$ cat src/verilog/clnoe_pkg.sv
package clnoe_pkg;
   // opcode bytes
   localparam logic [7:0] OP_PREFIX_CE   = 8'hce;
   localparam logic [7:0] OP_PREFIX_CF   = 8'hcf;
   localparam logic [5:0] OP_LD_ABS_HI6  = 6'h2e;  // b8..bb
   localparam logic [7:0] OP_LD_SP_ABS   = 8'h78;
   localparam logic [5:0] OP_LD_PTR_HI6  = 6'h30;  // c0..c3
   localparam logic [5:0] OP_LD_IX1_HI6  = 6'h34;  // d0..d3
   localparam logic [5:0] OP_LD_IX2_HI6  = 6'h36;  // d8..db
   localparam logic [5:0] OP_LD_SPR_HI6  = 6'h1c;  // 70..73
   localparam logic [7:0] OP_MULTIPLY    = 8'hd8;
   localparam logic [6:0] OP_NEG_R_HI7   = 7'h52;  // a4/a5
   localparam logic [7:0] OP_NEG_SHORT   = 8'ha6;
   localparam logic [7:0] OP_NEG_PTR     = 8'ha7;
   localparam logic [7:0] OP_IDLE        = 8'hff;
   localparam logic [6:0] OP_OR_R_HI7    = 7'h14;  // 28/29
   localparam logic [7:0] OP_OR_IMM      = 8'h2a;
   // cycle counts per instruction
   localparam int CYC_LD_ABS  = 5;
   localparam int CYC_LD_SP   = 6;
   localparam int CYC_LD_IND  = 5;
   localparam int CYC_LD_SPR  = 6;
   localparam int CYC_MUL     = 12;
   localparam int CYC_NEG_R   = 3;
   localparam int CYC_NEG_SH  = 5;
   localparam int CYC_NEG_PTR = 4;
   localparam int CYC_IDLE    = 2;
   localparam int CYC_OR      = 2;
   // flag bit positions inside system_flags
   localparam int FLG_Z = 0;
   localparam int FLG_C = 1;
   localparam int FLG_V = 2;
   localparam int FLG_N = 3;
   localparam logic [7:0] NEG_OVF_VALUE = 8'h80;
   localparam logic [7:0] RESET_BYTE    = 8'h00;
   // data memory access kinds
   typedef enum logic [1:0] {CLNOE_MEM_NONE, CLNOE_MEM_READ,
                             CLNOE_MEM_WRITE} clnoe_mem_t;
endpackage : clnoe_pkg

$ cat src/verilog/clnoe_mem_if.sv
`timescale 1ns/10ps
`default_nettype none
// data memory port between sequencer and memory access unit
interface clnoe_mem_if;
   logic [7:0]  page;   // page part of address
   logic [15:0] addr;   // in-page address
   logic        rd;     // read strobe
   logic        wr;     // write strobe
   logic [7:0]  wdata;  // write data
   logic [7:0]  rdata;  // read data
   modport seq (output page, output addr, output rd, output wr,
                output wdata, input rdata);
   modport port (input page, input addr, input rd, input wr,
                 input wdata, output rdata);
endinterface : clnoe_mem_if
`default_nettype wire

$ cat src/verilog/clnoe_mem_port.sv
`timescale 1ns/10ps
`default_nettype none
// registers the data memory strobes onto the device pins
module clnoe_mem_port
(
   input  wire logic        i_clk,
   input  wire logic        i_rst_n,
   clnoe_mem_if.port        mem,
   input  wire logic [7:0]  i_mem_rdata,
   output logic      [23:0] o_mem_addr,
   output logic             o_mem_rd,
   output logic             o_mem_wr,
   output logic      [7:0]  o_mem_wdata
);
   logic [23:0] next_addr;  // page:address
   logic        next_rd;
   logic        next_wr;
   logic [7:0]  next_wdata;

   // memory answers combinationally on the registered address
   assign mem.rdata = i_mem_rdata;

   // next pin values
   always_comb
   begin
      next_addr  = {mem.page, mem.addr};
      next_rd    = mem.rd;
      next_wr    = mem.wr;
      next_wdata = mem.wdata;
   end

   // pins come from flip-flops
   always_ff @(posedge i_clk or negedge i_rst_n)
   begin
      if (!i_rst_n)
      begin
         o_mem_addr  <= 24'h000000;
         o_mem_rd    <= 1'b0;
         o_mem_wr    <= 1'b0;
         o_mem_wdata <= 8'h00;
      end
      else
      begin
         o_mem_addr  <= next_addr;
         o_mem_rd    <= next_rd;
         o_mem_wr    <= next_wr;
         o_mem_wdata <= next_wdata;
      end
   end
endmodule // clnoe_mem_port
`default_nettype wire

$ cat src/verilog/clnoe_core.sv
`timescale 1ns/10ps
`default_nettype none
module clnoe_core
(
   input  wire logic        i_clk,
   input  wire logic        i_resetn,
   input  wire logic        i_banked,      // banked_data_models strap level
   input  wire logic        i_restricted,  // restricted_modes level
   input  wire logic        i_start,       // execute instruction bytes
   input  wire logic [7:0]  i_op0,         // first byte (prefix or opcode)
   input  wire logic [7:0]  i_op1,         // second byte
   input  wire logic [7:0]  i_op2,         // third byte
   input  wire logic [7:0]  i_op3,         // fourth byte
   input  wire logic [7:0]  i_mem_rdata,   // data memory read data
   output logic             o_busy,        // instruction in progress
   output logic             o_done,        // last cycle pulse
   output logic             o_illegal,     // unsupported opcode pulse
   output logic      [23:0] o_mem_addr,
   output logic             o_mem_rd,
   output logic             o_mem_wr,
   output logic      [7:0]  o_mem_wdata,
   output logic      [15:0] o_pc,
   output logic      [7:0]  o_acc,
   output logic      [7:0]  o_b,
   output logic      [15:0] o_ptr,         // pointer_pair
   output logic      [15:0] o_idx1,        // first_index_reg
   output logic      [15:0] o_idx2,        // second_index_reg
   output logic      [15:0] o_sp,          // stack_top_pointer
   output logic      [7:0]  o_flags        // system_flags
);
   // asynchronous assert, synchronous release
   logic rst_s1, rst_n;
   always_ff @(posedge i_clk or negedge i_resetn)
   begin
      if (!i_resetn)
      begin
         rst_s1 <= 1'b0;
         rst_n  <= 1'b0;
      end
      else
      begin
         rst_s1 <= 1'b1;
         rst_n  <= rst_s1;
      end
   end

   // mode pins come from outside, two stages
   logic bank_s1, bank_s2, restr_s1, restr_s2;
   always_ff @(posedge i_clk or negedge rst_n)
   begin
      if (!rst_n)
      begin
         bank_s1  <= 1'b0;
         bank_s2  <= 1'b0;
         restr_s1 <= 1'b0;
         restr_s2 <= 1'b0;
      end
      else
      begin
         bank_s1  <= i_banked;
         bank_s2  <= bank_s1;
         restr_s1 <= i_restricted;
         restr_s2 <= restr_s1;
      end
   end

   clnoe_mem_if mem ();
   clnoe_mem_port u_port
   (
      .i_clk       (i_clk),
      .i_rst_n     (rst_n),
      .mem         (mem.port),
      .i_mem_rdata (i_mem_rdata),
      .o_mem_addr  (o_mem_addr),
      .o_mem_rd    (o_mem_rd),
      .o_mem_wr    (o_mem_wr),
      .o_mem_wdata (o_mem_wdata)
   );

   typedef enum logic [3:0] {K_NONE, K_LDABS, K_LDSP, K_LDPTR, K_LDIX1,
      K_LDIX2, K_LDSPR, K_MUL, K_NEGR, K_NEGSH, K_NEGPTR, K_IDLE,
      K_ORR, K_ORI} clnoe_kind_t;

   // architectural state
   logic [15:0] pc, ptr, idx1, idx2, sp, next_pc, next_ptr;
   logic [15:0] next_idx1, next_idx2, next_sp;
   logic [7:0]  acc, b, flags, next_acc, next_b, next_flags;
   logic [7:0]  page1, page2, xpage, base_hi;  // page regs held at reset
   // sequencing state
   clnoe_kind_t kind, next_kind, dec_kind;
   logic [3:0]  cnt, next_cnt, dec_cyc;
   logic [1:0]  sel, next_sel;
   logic [7:0]  opnd, next_opnd, lo_byte, next_lo;
   logic [15:0] ea, next_ea;
   logic [7:0]  eapage, next_eapage;
   logic [2:0]  dec_len;
   logic        illegal;

   // page registers have no write path in this slice, so they hold
   // their reset value and only the page selection is exercised
   localparam logic [7:0] RESET_PAGE = clnoe_pkg::RESET_BYTE;
   assign page1   = RESET_PAGE;
   assign page2   = RESET_PAGE;
   assign xpage   = RESET_PAGE;
   assign base_hi = RESET_PAGE;

   // flags of negate, worked out from the operand; the result is not returned
   function automatic logic [7:0] neg_flags(input logic [7:0] f,
                                            input logic [7:0] v);
      logic [7:0] r;
      logic [7:0] o;
      r = 8'h00 - v;
      o = f;
      o[clnoe_pkg::FLG_N] = r[7];
      o[clnoe_pkg::FLG_Z] = (r == 8'h00);
      o[clnoe_pkg::FLG_C] = (v != 8'h00);
      o[clnoe_pkg::FLG_V] = (v == clnoe_pkg::NEG_OVF_VALUE);
      return o;
   endfunction

   // n and z only, used by or forms
   function automatic logic [7:0] nz_flags(input logic [7:0] f,
                                           input logic [7:0] r);
      logic [7:0] o;
      o = f;
      o[clnoe_pkg::FLG_N] = r[7];
      o[clnoe_pkg::FLG_Z] = (r == 8'h00);
      return o;
   endfunction

   function automatic logic [15:0] get_pair(input logic [1:0] s,
      input logic [15:0] ba, input logic [15:0] hl,
      input logic [15:0] x, input logic [15:0] y);
      case (s)
         2'd0:    return ba;
         2'd1:    return hl;
         2'd2:    return x;
         default: return y;
      endcase
   endfunction

   // opcode decode: kind, cycle count and byte length
   always_comb
   begin
      dec_kind = K_NONE;
      dec_cyc  = 4'(clnoe_pkg::CYC_IDLE);
      dec_len  = 3'd1;
      if (i_op0 == clnoe_pkg::OP_PREFIX_CF)
      begin
         dec_len = 3'd2;
         if (i_op1 == clnoe_pkg::OP_LD_SP_ABS)
         begin
            dec_kind = K_LDSP;
            dec_cyc  = 4'(clnoe_pkg::CYC_LD_SP);
            dec_len  = 3'd4;
         end
         else if (i_op1[7:2] == clnoe_pkg::OP_LD_PTR_HI6)
         begin
            dec_kind = K_LDPTR;
            dec_cyc  = 4'(clnoe_pkg::CYC_LD_IND);
         end
         else if (i_op1[7:2] == clnoe_pkg::OP_LD_IX1_HI6)
         begin
            dec_kind = K_LDIX1;
            dec_cyc  = 4'(clnoe_pkg::CYC_LD_IND);
         end
         else if (i_op1[7:2] == clnoe_pkg::OP_LD_IX2_HI6)
         begin
            dec_kind = K_LDIX2;
            dec_cyc  = 4'(clnoe_pkg::CYC_LD_IND);
         end
         else if (i_op1[7:2] == clnoe_pkg::OP_LD_SPR_HI6)
         begin
            dec_kind = K_LDSPR;
            dec_cyc  = 4'(clnoe_pkg::CYC_LD_SPR);
            dec_len  = 3'd3;
         end
      end
      else if (i_op0 == clnoe_pkg::OP_PREFIX_CE)
      begin
         dec_len = 3'd2;
         // multiply refused outright in restricted modes
         if (i_op1 == clnoe_pkg::OP_MULTIPLY && !restr_s2)
         begin
            dec_kind = K_MUL;
            dec_cyc  = 4'(clnoe_pkg::CYC_MUL);
         end
         else if (i_op1[7:1] == clnoe_pkg::OP_NEG_R_HI7)
         begin
            dec_kind = K_NEGR;
            dec_cyc  = 4'(clnoe_pkg::CYC_NEG_R);
         end
         else if (i_op1 == clnoe_pkg::OP_NEG_SHORT)
         begin
            dec_kind = K_NEGSH;
            dec_cyc  = 4'(clnoe_pkg::CYC_NEG_SH);
            dec_len  = 3'd3;
         end
         else if (i_op1 == clnoe_pkg::OP_NEG_PTR)
         begin
            dec_kind = K_NEGPTR;
            dec_cyc  = 4'(clnoe_pkg::CYC_NEG_PTR);
         end
      end
      else if (i_op0[7:2] == clnoe_pkg::OP_LD_ABS_HI6)
      begin
         dec_kind = K_LDABS;
         dec_cyc  = 4'(clnoe_pkg::CYC_LD_ABS);
         dec_len  = 3'd3;
      end
      else if (i_op0 == clnoe_pkg::OP_IDLE)
         dec_kind = K_IDLE;
      else if (i_op0[7:1] == clnoe_pkg::OP_OR_R_HI7)
      begin
         dec_kind = K_ORR;
         dec_cyc  = 4'(clnoe_pkg::CYC_OR);
      end
      else if (i_op0 == clnoe_pkg::OP_OR_IMM)
      begin
         dec_kind = K_ORI;
         dec_cyc  = 4'(clnoe_pkg::CYC_OR);
         dec_len  = 3'd2;
      end
   end

   // execution: counts down, memory cycles at fixed steps
   always_comb
   begin
      next_pc = pc; next_ptr = ptr; next_idx1 = idx1; next_idx2 = idx2;
      next_sp = sp; next_acc = acc; next_b = b; next_flags = flags;
      next_kind = kind; next_cnt = cnt; next_sel = sel;
      next_opnd = opnd; next_lo = lo_byte; next_ea = ea;
      next_eapage = eapage;
      mem.page = eapage; mem.addr = ea; mem.rd = 1'b0; mem.wr = 1'b0;
      mem.wdata = opnd;
      illegal = 1'b0;
      if (kind == K_NONE)
      begin
         if (i_start)
         begin
            illegal   = (dec_kind == K_NONE);
            next_kind = dec_kind;
            next_cnt  = dec_cyc - 4'd1;
            next_sel  = (i_op0 == clnoe_pkg::OP_PREFIX_CF ||
                         i_op0 == clnoe_pkg::OP_PREFIX_CE) ?
                        i_op1[1:0] : i_op0[1:0];
            // immediate or operand follows the opcode directly
            next_opnd = (dec_kind == K_ORI) ? i_op1 : i_op2;
            next_pc   = pc + 16'(dec_len);  // idle: plus one
            next_eapage = bank_s2 ? xpage : RESET_PAGE;
            case (dec_kind)
               K_LDABS:  next_ea = {i_op2, i_op1};
               K_LDSP:   next_ea = {i_op3, i_op2};
               K_LDPTR:  next_ea = ptr;
               K_NEGPTR: next_ea = ptr;
               K_NEGSH:  next_ea = {base_hi, i_op2};
               K_LDIX1:
               begin
                  next_ea = idx1;
                  next_eapage = bank_s2 ? page1 : RESET_PAGE;
               end
               K_LDIX2:
               begin
                  next_ea = idx2;
                  next_eapage = bank_s2 ? page2 : RESET_PAGE;
               end
               K_LDSPR:  next_ea = sp + {{8{i_op2[7]}}, i_op2};
               default:  next_ea = ea;
            endcase
            if (dec_kind == K_NONE)
               next_kind = K_NONE;
         end
      end
      else
      begin
         next_cnt = cnt - 4'd1;
         case (kind)
            K_LDABS, K_LDSP, K_LDPTR, K_LDIX1, K_LDIX2, K_LDSPR:
            begin
               // low byte read at count 2, high byte at count 1
               mem.rd = (cnt == 4'd2) || (cnt == 4'd1);
               if (cnt == 4'd2)
                  mem.addr = ea;
               if (cnt == 4'd1)
                  mem.addr = ea + 16'd1;
               if (cnt == 4'd1)
                  next_lo = mem.rdata;
               if (cnt == 4'd0)
               begin
                  // flags untouched
                  if (kind == K_LDSP)
                     next_sp = {mem.rdata, lo_byte};
                  else
                     case (sel)
                        2'd0:    {next_b, next_acc} = {mem.rdata, lo_byte};
                        2'd1:    next_ptr  = {mem.rdata, lo_byte};
                        2'd2:    next_idx1 = {mem.rdata, lo_byte};
                        default: next_idx2 = {mem.rdata, lo_byte};
                     endcase
               end
            end
            K_MUL:
               if (cnt == 4'd0)
               begin
                  next_ptr = 16'(ptr[7:0]) * 16'(acc);
                  next_flags = nz_flags(flags, 8'h00);
                  next_flags[clnoe_pkg::FLG_N] = next_ptr[15];
                  next_flags[clnoe_pkg::FLG_Z] = (next_ptr == 16'h0000);
                  next_flags[clnoe_pkg::FLG_V] = 1'b0;
                  next_flags[clnoe_pkg::FLG_C] = 1'b0;
               end
            K_NEGR:
               if (cnt == 4'd0)
               begin
                  if (sel[0])
                     next_b = 8'h00 - b;
                  else
                     next_acc = 8'h00 - acc;
                  next_flags = neg_flags(flags, sel[0] ? b : acc);
               end
            K_NEGSH, K_NEGPTR:
            begin
               // pins lag the strobe by one cycle: read issued at count 3
               // answers at count 2, write back issued at count 1
               mem.rd = (cnt == 4'd3);
               mem.wr = (cnt == 4'd1);
               mem.wdata = 8'h00 - lo_byte;
               if (cnt == 4'd1)
                  next_flags = neg_flags(flags, lo_byte);
               if (cnt == 4'd2)
                  next_lo = mem.rdata;
            end
            K_ORR, K_ORI:
               if (cnt == 4'd0)
               begin
                  next_acc = acc | ((kind == K_ORI) ? opnd :
                             (sel[0] ? b : acc));
                  next_flags = nz_flags(flags, next_acc);
               end
            default: ;
         endcase
         if (cnt == 4'd0)
            next_kind = K_NONE;
      end
   end

   // single register bank for all architectural and sequencing state
   always_ff @(posedge i_clk or negedge rst_n)
   begin
      if (!rst_n)
      begin
         pc <= 16'h0000; ptr <= 16'h0000; idx1 <= 16'h0000;
         idx2 <= 16'h0000; sp <= 16'h0000; acc <= 8'h00; b <= 8'h00;
         flags <= 8'h00; kind <= K_NONE; cnt <= 4'h0; sel <= 2'h0;
         opnd <= 8'h00; lo_byte <= 8'h00; ea <= 16'h0000;
         eapage <= 8'h00;
      end
      else
      begin
         pc <= next_pc; ptr <= next_ptr; idx1 <= next_idx1;
         idx2 <= next_idx2; sp <= next_sp; acc <= next_acc; b <= next_b;
         flags <= next_flags; kind <= next_kind; cnt <= next_cnt;
         sel <= next_sel; opnd <= next_opnd; lo_byte <= next_lo;
         ea <= next_ea; eapage <= next_eapage;
      end
   end

   assign o_busy    = (kind != K_NONE);
   assign o_done    = (kind != K_NONE) && (cnt == 4'd0);
   assign o_illegal = illegal;
   assign o_pc = pc; assign o_acc = acc; assign o_b = b;
   assign o_ptr = ptr; assign o_idx1 = idx1; assign o_idx2 = idx2;
   assign o_sp = sp; assign o_flags = flags;
endmodule // clnoe_core
`default_nettype wire

$ cat config.mk
export PLATFORM = sky130hd
export DESIGN_NAME = clnoe_core
export DESIGN_NICKNAME = d
export VERILOG_FILES = /design/src/verilog/clnoe_pkg.sv /design/src/verilog/clnoe_mem_if.sv /design/src/verilog/clnoe_mem_port.sv /design/src/verilog/clnoe_core.sv
export SDC_FILE = /design/constraint.sdc
export NUM_CORES = 1
export LEC_CHECK = 0
export BUFFER_PORTS_ARGS = -buffer_cell sky130_fd_sc_hd__buf_2
export CAP_MARGIN = 20
export CORE_ASPECT_RATIO = 0.7
export CORE_MARGIN = 1
export CORE_UTILIZATION = 58
export DETAILED_ROUTE_END_ITERATION = 12
export GPL_TIMING_DRIVEN = 0
export HOLD_SLACK_MARGIN = 0.15
export PLACE_DENSITY_LB_ADDON = 0.1
export SLEW_MARGIN = 20
export SYNTH_ARGS = -nofsm -noshare
export SYNTH_HDL_FRONTEND = slang
export SYNTH_SLANG_ARGS = --single-unit
$ cat constraint.sdc
create_clock -name i_clk -period 5.76 [get_ports i_clk]
set_input_delay 0.288 -clock i_clk [delete_from_list [all_inputs] [get_ports i_clk]]
set_output_delay 0.288 -clock i_clk [all_outputs]
set_load 0.03 [all_outputs]
[Word-level counts from Yosys, hierarchy flattened]
Index checks and enable logic that the tools add are counted.
Operators by class
  div/mod/pow operators: 0
  bitwise logic cells: 5
  reductions and logical operators: 41
  multipliers: 1
  muxes and demuxes: 89
  add/sub/neg operators: 9
  equal/unequal tests: 56
  shift operators: 0
  order comparisons: 0
Operator list (number)
  2-to-1 mux 8 bit: 18
  2-to-1 mux 16 bit: 7
  one-hot mux 16 bit (7 select lines): 1
  2-to-1 mux 4 bit: 25
  == test 8 bit (second input constant): 8
  2-to-1 mux 3 bit: 15
  == test 4 bit (second input constant): 8
  one-hot mux 16 bit (2 select lines): 1
  one-hot mux 8 bit (2 select lines): 2
  subtractor 1 x 8 -> 8 bit (first input constant): 4
  == test 4 x 3 -> 1 bit (second input constant): 7
  == test 4 x 2 -> 1 bit (second input constant): 6
  == test 6 bit (second input constant): 4
  logical NOT 8 bit: 3
  inequality test 2 bit (second input constant): 12
  one-hot mux 8 bit (3 select lines): 1
  AND reduction 6 bit: 3
  adder 16 x 1 -> 16 bit (second input constant): 1
  adder 16 bit: 1
  adder 16 x 3 -> 16 bit: 1
  logical NOT 16 bit: 1
  multiplier 8 x 8 -> 16 bit: 1
  one-hot mux 4 bit (4 select lines): 1
  nonzero test 8 bit: 2
  33 further kinds: 68
Word-level totals
  memories: 0
  memory bits (writable): 0
  ROM bits: 0
  latch bits: 0
  bits of input ports: 45
  logic and storage cells: 224
  bits in registers: 172

[Logic depth before layout (Yosys ltp)]
Gate-level depths: netlist (run 1).
  word-level depth: 11
  mapped depth: 18
  gate-level depth less buffers: 17

[Hierarchy]
A second synthesis (run 1) with hierarchy kept.
Second synthesis, totals
  cells, all modules: 1307
  area, all modules: 12090.3 µm²
Modules (own cells, without submodules)
  clnoe_core: instances 1, area each 11179.5 µm², cells each 1265
  clnoe_mem_port: instances 1, area each 910.9 µm², cells each 42

[Least setup slack after synthesis (run 1)]
No wires, ideal clock.
  path kind: flip-flop to flip-flop
  start: register acc[7] (netlist: o_acc[7])
  end: register flags[0] (netlist: o_flags[0])
  data required time: 5.650 ns
  path slack: 0.701 ns
  setup time: 0.110 ns
  period minus slack after synthesis: 5.059 ns
  cell stages (with the launch flop): 16
  arrival time: 4.948 ns
  path through: dfrtp_1 > clkbuf_1 > nand2_1 > fa_1 > fa_1 > fa_1 > fa_1 > inv_1 > ha_1 > and3_1 > a211o_1 > o41a_1 > a21bo_2 > a21oi_1 > xnor2_1 > o41ai_1
Between the ends
  cells in the longest elaborated chain, start to end: 6
  elaborated cells between the ends (all ways): 12
  those cells by class: add/sub (1); mul (1); mux (6); bitwise (1); reduce/logical (3)
RTL lines
  start: declaration: RTL line clnoe_core.sv:87  | logic [7:0] acc, b, flags, next_acc, next_b, next_flags;
  start signal: assignment: RTL line clnoe_core.sv:361  | idx2 <= next_idx2; sp <= next_sp; acc <= next_acc; b <= next_b;
  parallel branches: the longest is 5 deep, another holds multiplier 8 x 8 -> 16 bit
  one-hot mux 4 bit (4 select lines) *: RTL line clnoe_core.sv:277  | case (kind)
  end signal: assignment: RTL line clnoe_core.sv:362  | flags <= next_flags; kind <= next_kind; cnt <= next_cnt;
  end: declaration: RTL line clnoe_core.sv:87
Mark *: on every way between the ends. The select of a mux whose other input is x is not followed.
A chain may end at the register's enable or synchronous reset.

[Final worst setup path (run 1)]
  start: register ptr[4] (netlist: o_ptr[4])
  end: register flags[0] (netlist: o_flags[0])
Between the ends
  cells in the longest elaborated chain, start to end: 4
RTL lines
  start: declaration: RTL line clnoe_core.sv:85  | logic [15:0] pc, ptr, idx1, idx2, sp, next_pc, next_ptr;
  start signal: assignment: RTL line clnoe_core.sv:360  | pc <= next_pc; ptr <= next_ptr; idx1 <= next_idx1;
  multiplier 8 x 8 -> 16 bit: RTL line clnoe_core.sv:305  | next_ptr = 16'(ptr[7:0]) * 16'(acc);
  logical NOT 16 bit: RTL line clnoe_core.sv:308  | next_flags[clnoe_pkg::FLG_Z] = (next_ptr == 16'h0000);
  2-to-1 mux 4 bit: RTL line clnoe_core.sv:303  | if (cnt == 4'd0)
  one-hot mux 4 bit (4 select lines): RTL line clnoe_core.sv:277
Every way passes these cells. The select of a mux whose other input is x is not followed.

==> out/metrics.yaml, run 1 <==
yosys:
  synth_most_common_cell: "dfrtp_1"
  synth_xor_area_share_pct: 5.084
  yosys.area_share.simple_pct: 18.72
  ys_warn_count: 0
  synthArstFlopShare_pct: 100.0
  synth_top_family_by_area: "simple AND/OR/NAND/NOR gates"
  synthTopCellsByCount: "dfrtp_1 (172), nand2_1 (148), nor2_1 (115), inv_1 (68), o21ai_0 (67)"
  synth_compound_area_share_pct: 15.03
  ys_types: 90
  ys_ff_latch: 172
  seq_area_frac_synth_pct: 35.69
  netlist.area_leader.share_pct: 35.69
  synth_area_um2: 12060
  synth_edf_count: 0
  yosysTopAreaCell: "dfrtp_1"
  ys_top_cells_by_area: "dfrtp_1 (36%), ha_1 (6.7%), fa_1 (6.3%)"
  synthAdderAreaFrac_pct: 13.05
  netlist_instances: 1304
  syn_area_per_cell_um2: 9.249
  ys.flop_type: "dfrtp_1"
  synth_mux_area_share_pct: 7.034
detailed_routing:
  dr_total_vias: 10920
  routed_via_density: 6.126
  wl_per_cell_um: 21.54
  drt_wl_total_um: 38410
  first_iter_violations: 1173
  drc: 0
  drtAntennaViolNets: 0
  detail_route.first_pass.iterations: 6
global_routing:
  grt_usage_pct: 36.77
  grt_overflow: 0
  top_usage_layer: "met1"
  use_met3_pct: 12.05
  grt_pass1_vias: 10200
  antenna_found_initial: 0
  use_met2_pct: 52.47
  use_met1_pct: 53.14
  grt_pass1_wl_um: 58590
  grt_max_degree: 52
sta:
  slew-limit-headroom_pct: 28.57
  period_needed_ns: 5.396
  timing.final.crit_share_pct: 93.68
  rsz0062_at_grt: "false"
  setup_tns_ns: 0
  maxSlewViolCount: 0
  finalHoldViolCount: 0
  fmax_ghz: 0.1853
  tightest_slew_ns: 1.063
  finClkSkew_ns: 0.01276
  setup_viol: 0
  fin_ws_ns: 0.3638
placed_design:
  preCtsSetupSlack_ns: 0.1952
  gp_congestion: 0.9864
  dp_cells: 1756
  portBuffers: 168
  dp_hpwl_um: 29980
cells_and_area:
  multi_input_area_um2: 7161
  ff_latch_area_um2: 4308
  nets: 1649
  antennaDiodeCount: 0
  area_growth_pct: 15.64
  fill_cells: 1656
  final_cell_count_no_fill: 1783
  drive_above_1_share_pct: 20.09
die:
  die_w_um: 174.4
  row_count: 43
  pin_count: 186
  core_um2: 20070
  initial_core_util_pct: 60.10
  die_h_um: 122.6
  dieArea_um2: 21380
critical_path:
  cp_cell_sequence: "clkbuf_1, nand2_1, fa_1, fa_1, fa_1, fa_1, inv_1, ha_1, and2_1, o21ai_0, a31oi_1, o21ai_0, nor4b_1, a311oi_2, o41ai_1"
  slowest_stage: "fa_1"
  required_ns: 6.09
  crit_family: "adder cells"
  crit_path_max_fanout: 10
  crit_buf_inv: 2
  cp_common_cell: "fa_1"
  criticalPathCategory: "reg -> reg"
  cp-end-kind: "register"
  cp_data_arrival_time_ns: 5.73
  max_stage_delay_ns: 0.56
  start_kind: "register"
power_and_ir_drop:
  ir_worst_vdd_v: 0.0003336
  power.leakage_uw: 0.006777
  p_per_area_nw_per_um2: 492.2
  power.total_uw: 6865
clocking:
  cts_made_buffers: 17
  cts.reportedPaths.clkPinSlew_ns: 0.07
  cts_tree: "built"
  cts_max_level: 4
  insertion_delay_ns: 0.44
  cts.sink_count: 172
  cts_buffer_depth: 2
  ctsRootBufferMaster: "clkbuf_16"
hold_path:
  min_path_type: "in -> async"
job:
  cap_violations: 0
outcome:
  status: "finished clean"
## kinds of logic after synthesis
group           count (synthesis)
simple gates                  458
compound gates                271
flops                         172
buf+inv                       150
fa+ha+maj                     103
mux                            78
xor+xnor                       70
other cells                     2
## path summary, 6_finish.rpt
check                      depth (start not counted)     start  slack [ns]                    end
max                                               15  o_ptr[4]        0.36             o_flags[0]
min                                                2  i_resetn        0.16                  rst_n
max reg2reg                                       15  o_ptr[4]        0.36             o_flags[0]
min reg2reg                                        0     rst_n        0.30                o_pc[3]
max in group asynchronous                          2     rst_n        4.54  u_port.o_mem_addr[14]
min in group i_clk                                 3  i_op1[3]        0.17                  ea[3]
## metal layers
| layer | vias up | part of all wire (%) |
|---|---|---|
| met5 | - | 0 |
| met4 | 0 | 1.9 |
| met3 | 51 | 12 |
| met2 | 594 | 42 |
| met1 | 5317 | 44 |
| li1 | 4960 | - |
## sequential cells by signal, summed over array words and instances, names as in the netlist, 8 cells and up
name                count
ea                     16
lo_byte                 8
o_acc                   8
o_b                     8
o_idx1                 16
o_idx2                 16
o_pc                   16
o_ptr                  16
o_sp                   16
opnd                    8
u_port.o_mem_addr      16
u_port.o_mem_wdata      8
## per-stage QoR
stage / area (µm²) / util, % / hold WS [ns]
detailed placement: 13360 / 66.57 / 0.07484
global placement: 13280 / 66.18 / 0.07261
floorplan: 12100 / - / -0.007591
CTS: 13960 / 69.58 / 0.1536
finish: 13950 / 69.50 / 0.1611
global route: 13950 / 69.50 / 0.1503
## layout make-up
cell class	instances	area share (%)
tap	270	2.422
clock inverter	14	1.139
buffer	74	2.566
inverter	70	1.884
clock buffer	17	3.050
sequential	172	30.89
multi-input combinational	993	51.34
timing repair buffer	173	6.710
## where the power goes
part / leakage (µW) / internal, µW / switching (µW)
Combinational: 0.00432 / 1260 / 2310
Sequential: 0.00218 / 1620 / 502
Clock: 0.000280 / 646 / 524
Total: 0.00678 / 3520 / 3340
## cell usage in the layout (no fill, tap or decap), drive strengths merged, types with 20 or more instances in the layout
| cell | count |
|---|---|
| inv | 75 |
| xor2 | 22 |
| ha | 65 |
| buf | 195 |
| a221oi | 20 |
| nor3 | 24 |
| dfrtp | 172 |
| nor2 | 115 |
| fa | 38 |
| xnor2 | 48 |
| a21oi | 59 |
| and2 | 39 |
| a31oi | 23 |
| mux2i | 24 |
| o21ai | 70 |
| nand2 | 148 |
| mux2 | 54 |
| nand3 | 41 |
| clkbuf | 67 |
## timing repair
action,CTS,global route
setup buffers,0,0
hold buffers,2,0
endpoints found under the hold margin,3,0
endpoints found under the setup margin,0,4
resized for setup,0,1
Power figures use the tool's default switching activity.
==> run 2, diff against run 1 <==
Settings changed: BUFFER_PORTS_ARGS -buffer_cell sky130_fd_sc_hd__buf_2 to -buffer_cell sky130_fd_sc_hd__buf_4.
==> run 2 against run 1 <==
  * Highest routed layer unchanged
  * First-iteration DRC count decreased by 1.2%
  * Non-clock buffer count up 8
  * Sequential cell count unchanged
  * Largest power group unchanged
  * Core utilization increased by 2.4 points
  * Clock skew about the same
==> out/metrics.yaml, run 2 (synthesized netlist as in run 1, its figures left out) <==
clocking:
  cts_buffer_depth: 2  # unchanged
  cts.reportedPaths.clkPinSlew_ns: 0.07  # about the same
  ctsRootBufferMaster: "clkbuf_16"
  cts.sink_count: 172  # unchanged
  cts_max_level: 4  # unchanged
  cts_tree: "built"
  insertion_delay_ns: 0.45  # about the same
  cts_setup_buffers: 0  # unchanged
  cts_made_buffers: 17  # unchanged
die:
  die_w_um: 174.4  # unchanged
  dieArea_um2: 21380  # unchanged
  pin_count: 186  # unchanged
  core_um2: 20070  # unchanged
  die_h_um: 122.6  # unchanged
  initial_core_util_pct: 60.10  # unchanged
  row_count: 43  # unchanged
placed_design:
  preCtsSetupSlack_ns: 0.1830  # -0.01217 ns
  dp_hpwl_um: 30170  # +0.63%
  dp_cells: 1756  # unchanged
  portBuffers: 168  # unchanged
  gp_congestion: 1.001  # +1.5%
sta:
  period_needed_ns: 5.472  # +0.07602 ns
  timing.final.crit_share_pct: 95.00  # +1.3 points
  finalHoldViolCount: 0  # unchanged
  setup_viol: 0  # unchanged
  fmax_ghz: 0.1827  # -1.4%
  fin_ws_ns: 0.2878  # -0.07602 ns
  slew-limit-headroom_pct: 28.31  # -0.26 points
  maxSlewViolCount: 0  # unchanged
  tightest_slew_ns: 1.064  # +0.001502 ns
  finClkSkew_ns: 0.01307  # +0.0003098 ns
hold_path:
  min_path_type: "in -> async"
outcome:
  status: "finished clean"
job:
  cap_violations: 0  # unchanged
global_routing:
  grt_usage_pct: 37.69  # +0.92 points
  use_met1_pct: 53.52  # +0.38 points
  use_met2_pct: 55.10  # +2.6 points
  grt_max_degree: 53  # +1.9%
  grt_overflow: 0  # unchanged
  antenna_found_initial: 0  # unchanged
  top_usage_layer: "met2"
  use_met3_pct: 12.30  # +0.25 points
  grt_pass1_wl_um: 60420  # +3.1%
  grt_pass1_vias: 10530  # +3.2%
detailed_routing:
  wl_per_cell_um: 21.97  # +2.0%
  detail_route.first_pass.iterations: 6  # unchanged
  drt_wl_total_um: 39350  # +2.5%
  drtAntennaViolNets: 0  # unchanged
  first_iter_violations: 1159  # -1.2%
  drc: 0  # unchanged
  routed_via_density: 6.242  # +1.9%
  dr_total_vias: 11180  # +2.4%
cells_and_area:
  nets: 1657  # +0.49%
  final_cell_count_no_fill: 1791  # +0.45%
  ff_latch_area_um2: 4308  # unchanged
  multi_input_area_um2: 7161  # unchanged
  layout_commonest_cell: "buf_4"
  layout_common_cells: "buf_4 (180), dfrtp_1 (171), nand2_1 (148)"
  fin_util_pct: 71.89  # +2.4 points
  fill_cells: 1535  # -7.3%
  drive_above_1_share_pct: 20.25  # +0.16 points
  antennaDiodeCount: 0  # unchanged
  area_growth_pct: 19.63
power_and_ir_drop:
  swShare_pct: 47.57  # -1.1 points
  p_per_area_nw_per_um2: 495.6  # +0.68%
  p_seq_share_pct: 28.9  # -2.0 points
  clockPowerShare_pct: 16.8  # -0.2 points
  power.leakage_uw: 0.006901  # +1.8%
  ir_worst_vdd_v: 0.0003042  # -8.8%
  power.switching_uw: 3401  # +1.8%
  intPower_uw: 3749  # +6.4%
  power_frac_comb_pct: 54.3  # +2.3 points
critical_path:
  rr_worst_depth: 15  # unchanged
  cp_data_arrival_time_ns: 5.80  # +0.07 ns
  r2r-start: "o_ptr[3]"
  start_kind: "register"
  required_ns: 6.09  # about the same
  criticalPathCategory: "reg -> reg"
  cp-end-kind: "register"
  crit_path_max_fanout: 10  # unchanged
  startpoint: "o_ptr[3]"
[run 2: changes by cell type in the layout (fill, tap and decap cells not counted), sizes merged]
cell / previous run / this run
clkinvlp: 3 / 2
dlygate4sd3: 2 / 4
clkinv: 4 / 6
clkbuf: 67 / 74
inv: 75 / 72
bufinv: 2 / 3
[run 2: worst paths after layout]
check | to | slack, ns
setup / recovery | o_flags[0] | 0.29
hold / removal | rst_s1 | 0.16
setup reg to reg | o_flags[0] | 0.29
hold reg to reg | o_pc[1] | 0.30
max in group asynchronous | o_ptr[12] | 4.56
min in group i_clk | lo_byte[1] | 0.17
[run 2: power by group through the flow]
stage | registers [µW] | logic (µW) | clock network (µW)
finish | 2070 | 3880 | 1200
global route | 2110 | 4200 | 1260
CTS | 2050 | 3820 | 1200
detailed placement | 2070 | 3780 | 0
global placement | 2070 | 3680 | 0
floorplan | 2500 | 2030 | 0
[run 2: layer usage]
layer  vias up  share of wire [%]
li1       4975                  -
met2       650                 42
met1      5489                 43
met4         0                1.8
met3        66                 13
met5         -                  0
[run 2: cell type report]
type                    count  share of cell area, %
clock inverters            13                  1.153
repair buffers            175                  9.539
inverters                  70                  1.821
multi-input cells         993                  49.63
clock buffers              18                  2.975
plain buffers              80                  2.680
well taps                 270                  2.342
flip-flops and latches    172                  29.86
[run 2: worst max-delay path, cell delays in order, from the launching register on]
cell and delay, ns:
dfrtp_1 0.37, clkbuf_1 0.53, nand2_1 0.18, fa_1 0.58, fa_1 0.45, fa_1 0.53
fa_1 0.56, inv_1 0.05, ha_1 0.36, and2_1 0.19, o21ai_0 0.25, a31oi_1 0.16
o21ai_0 0.23, nor4b_1 0.34, a311oi_2 0.16, o41ai_1 0.40
[run 2: timing repair]
action                                 CTS  global route
hold buffers                             4             0
setup endpoints to repair                0             4
endpoints found under the hold margin    5             0
gates resized for setup                  0            11
[run 2: per-stage QoR]
| stage | hold slack, ns | TNS [ns] | power [µW] | area, µm² |
|---|---|---|---|---|
| floorplan | -0.007591 | 0 | 4525 | 12100 |
| global placement | 0.06983 | -215.94 | 5749 | 13700 |
| detailed placement | 0.07145 | 0 | 5846 | 13780 |
| CTS | 0.1534 | 0 | 7078 | 14420 |
| global route | 0.1564 | -0.01298 | 7570 | 14430 |
| finish | 0.1632 | 0 | 7150 | 14430 |
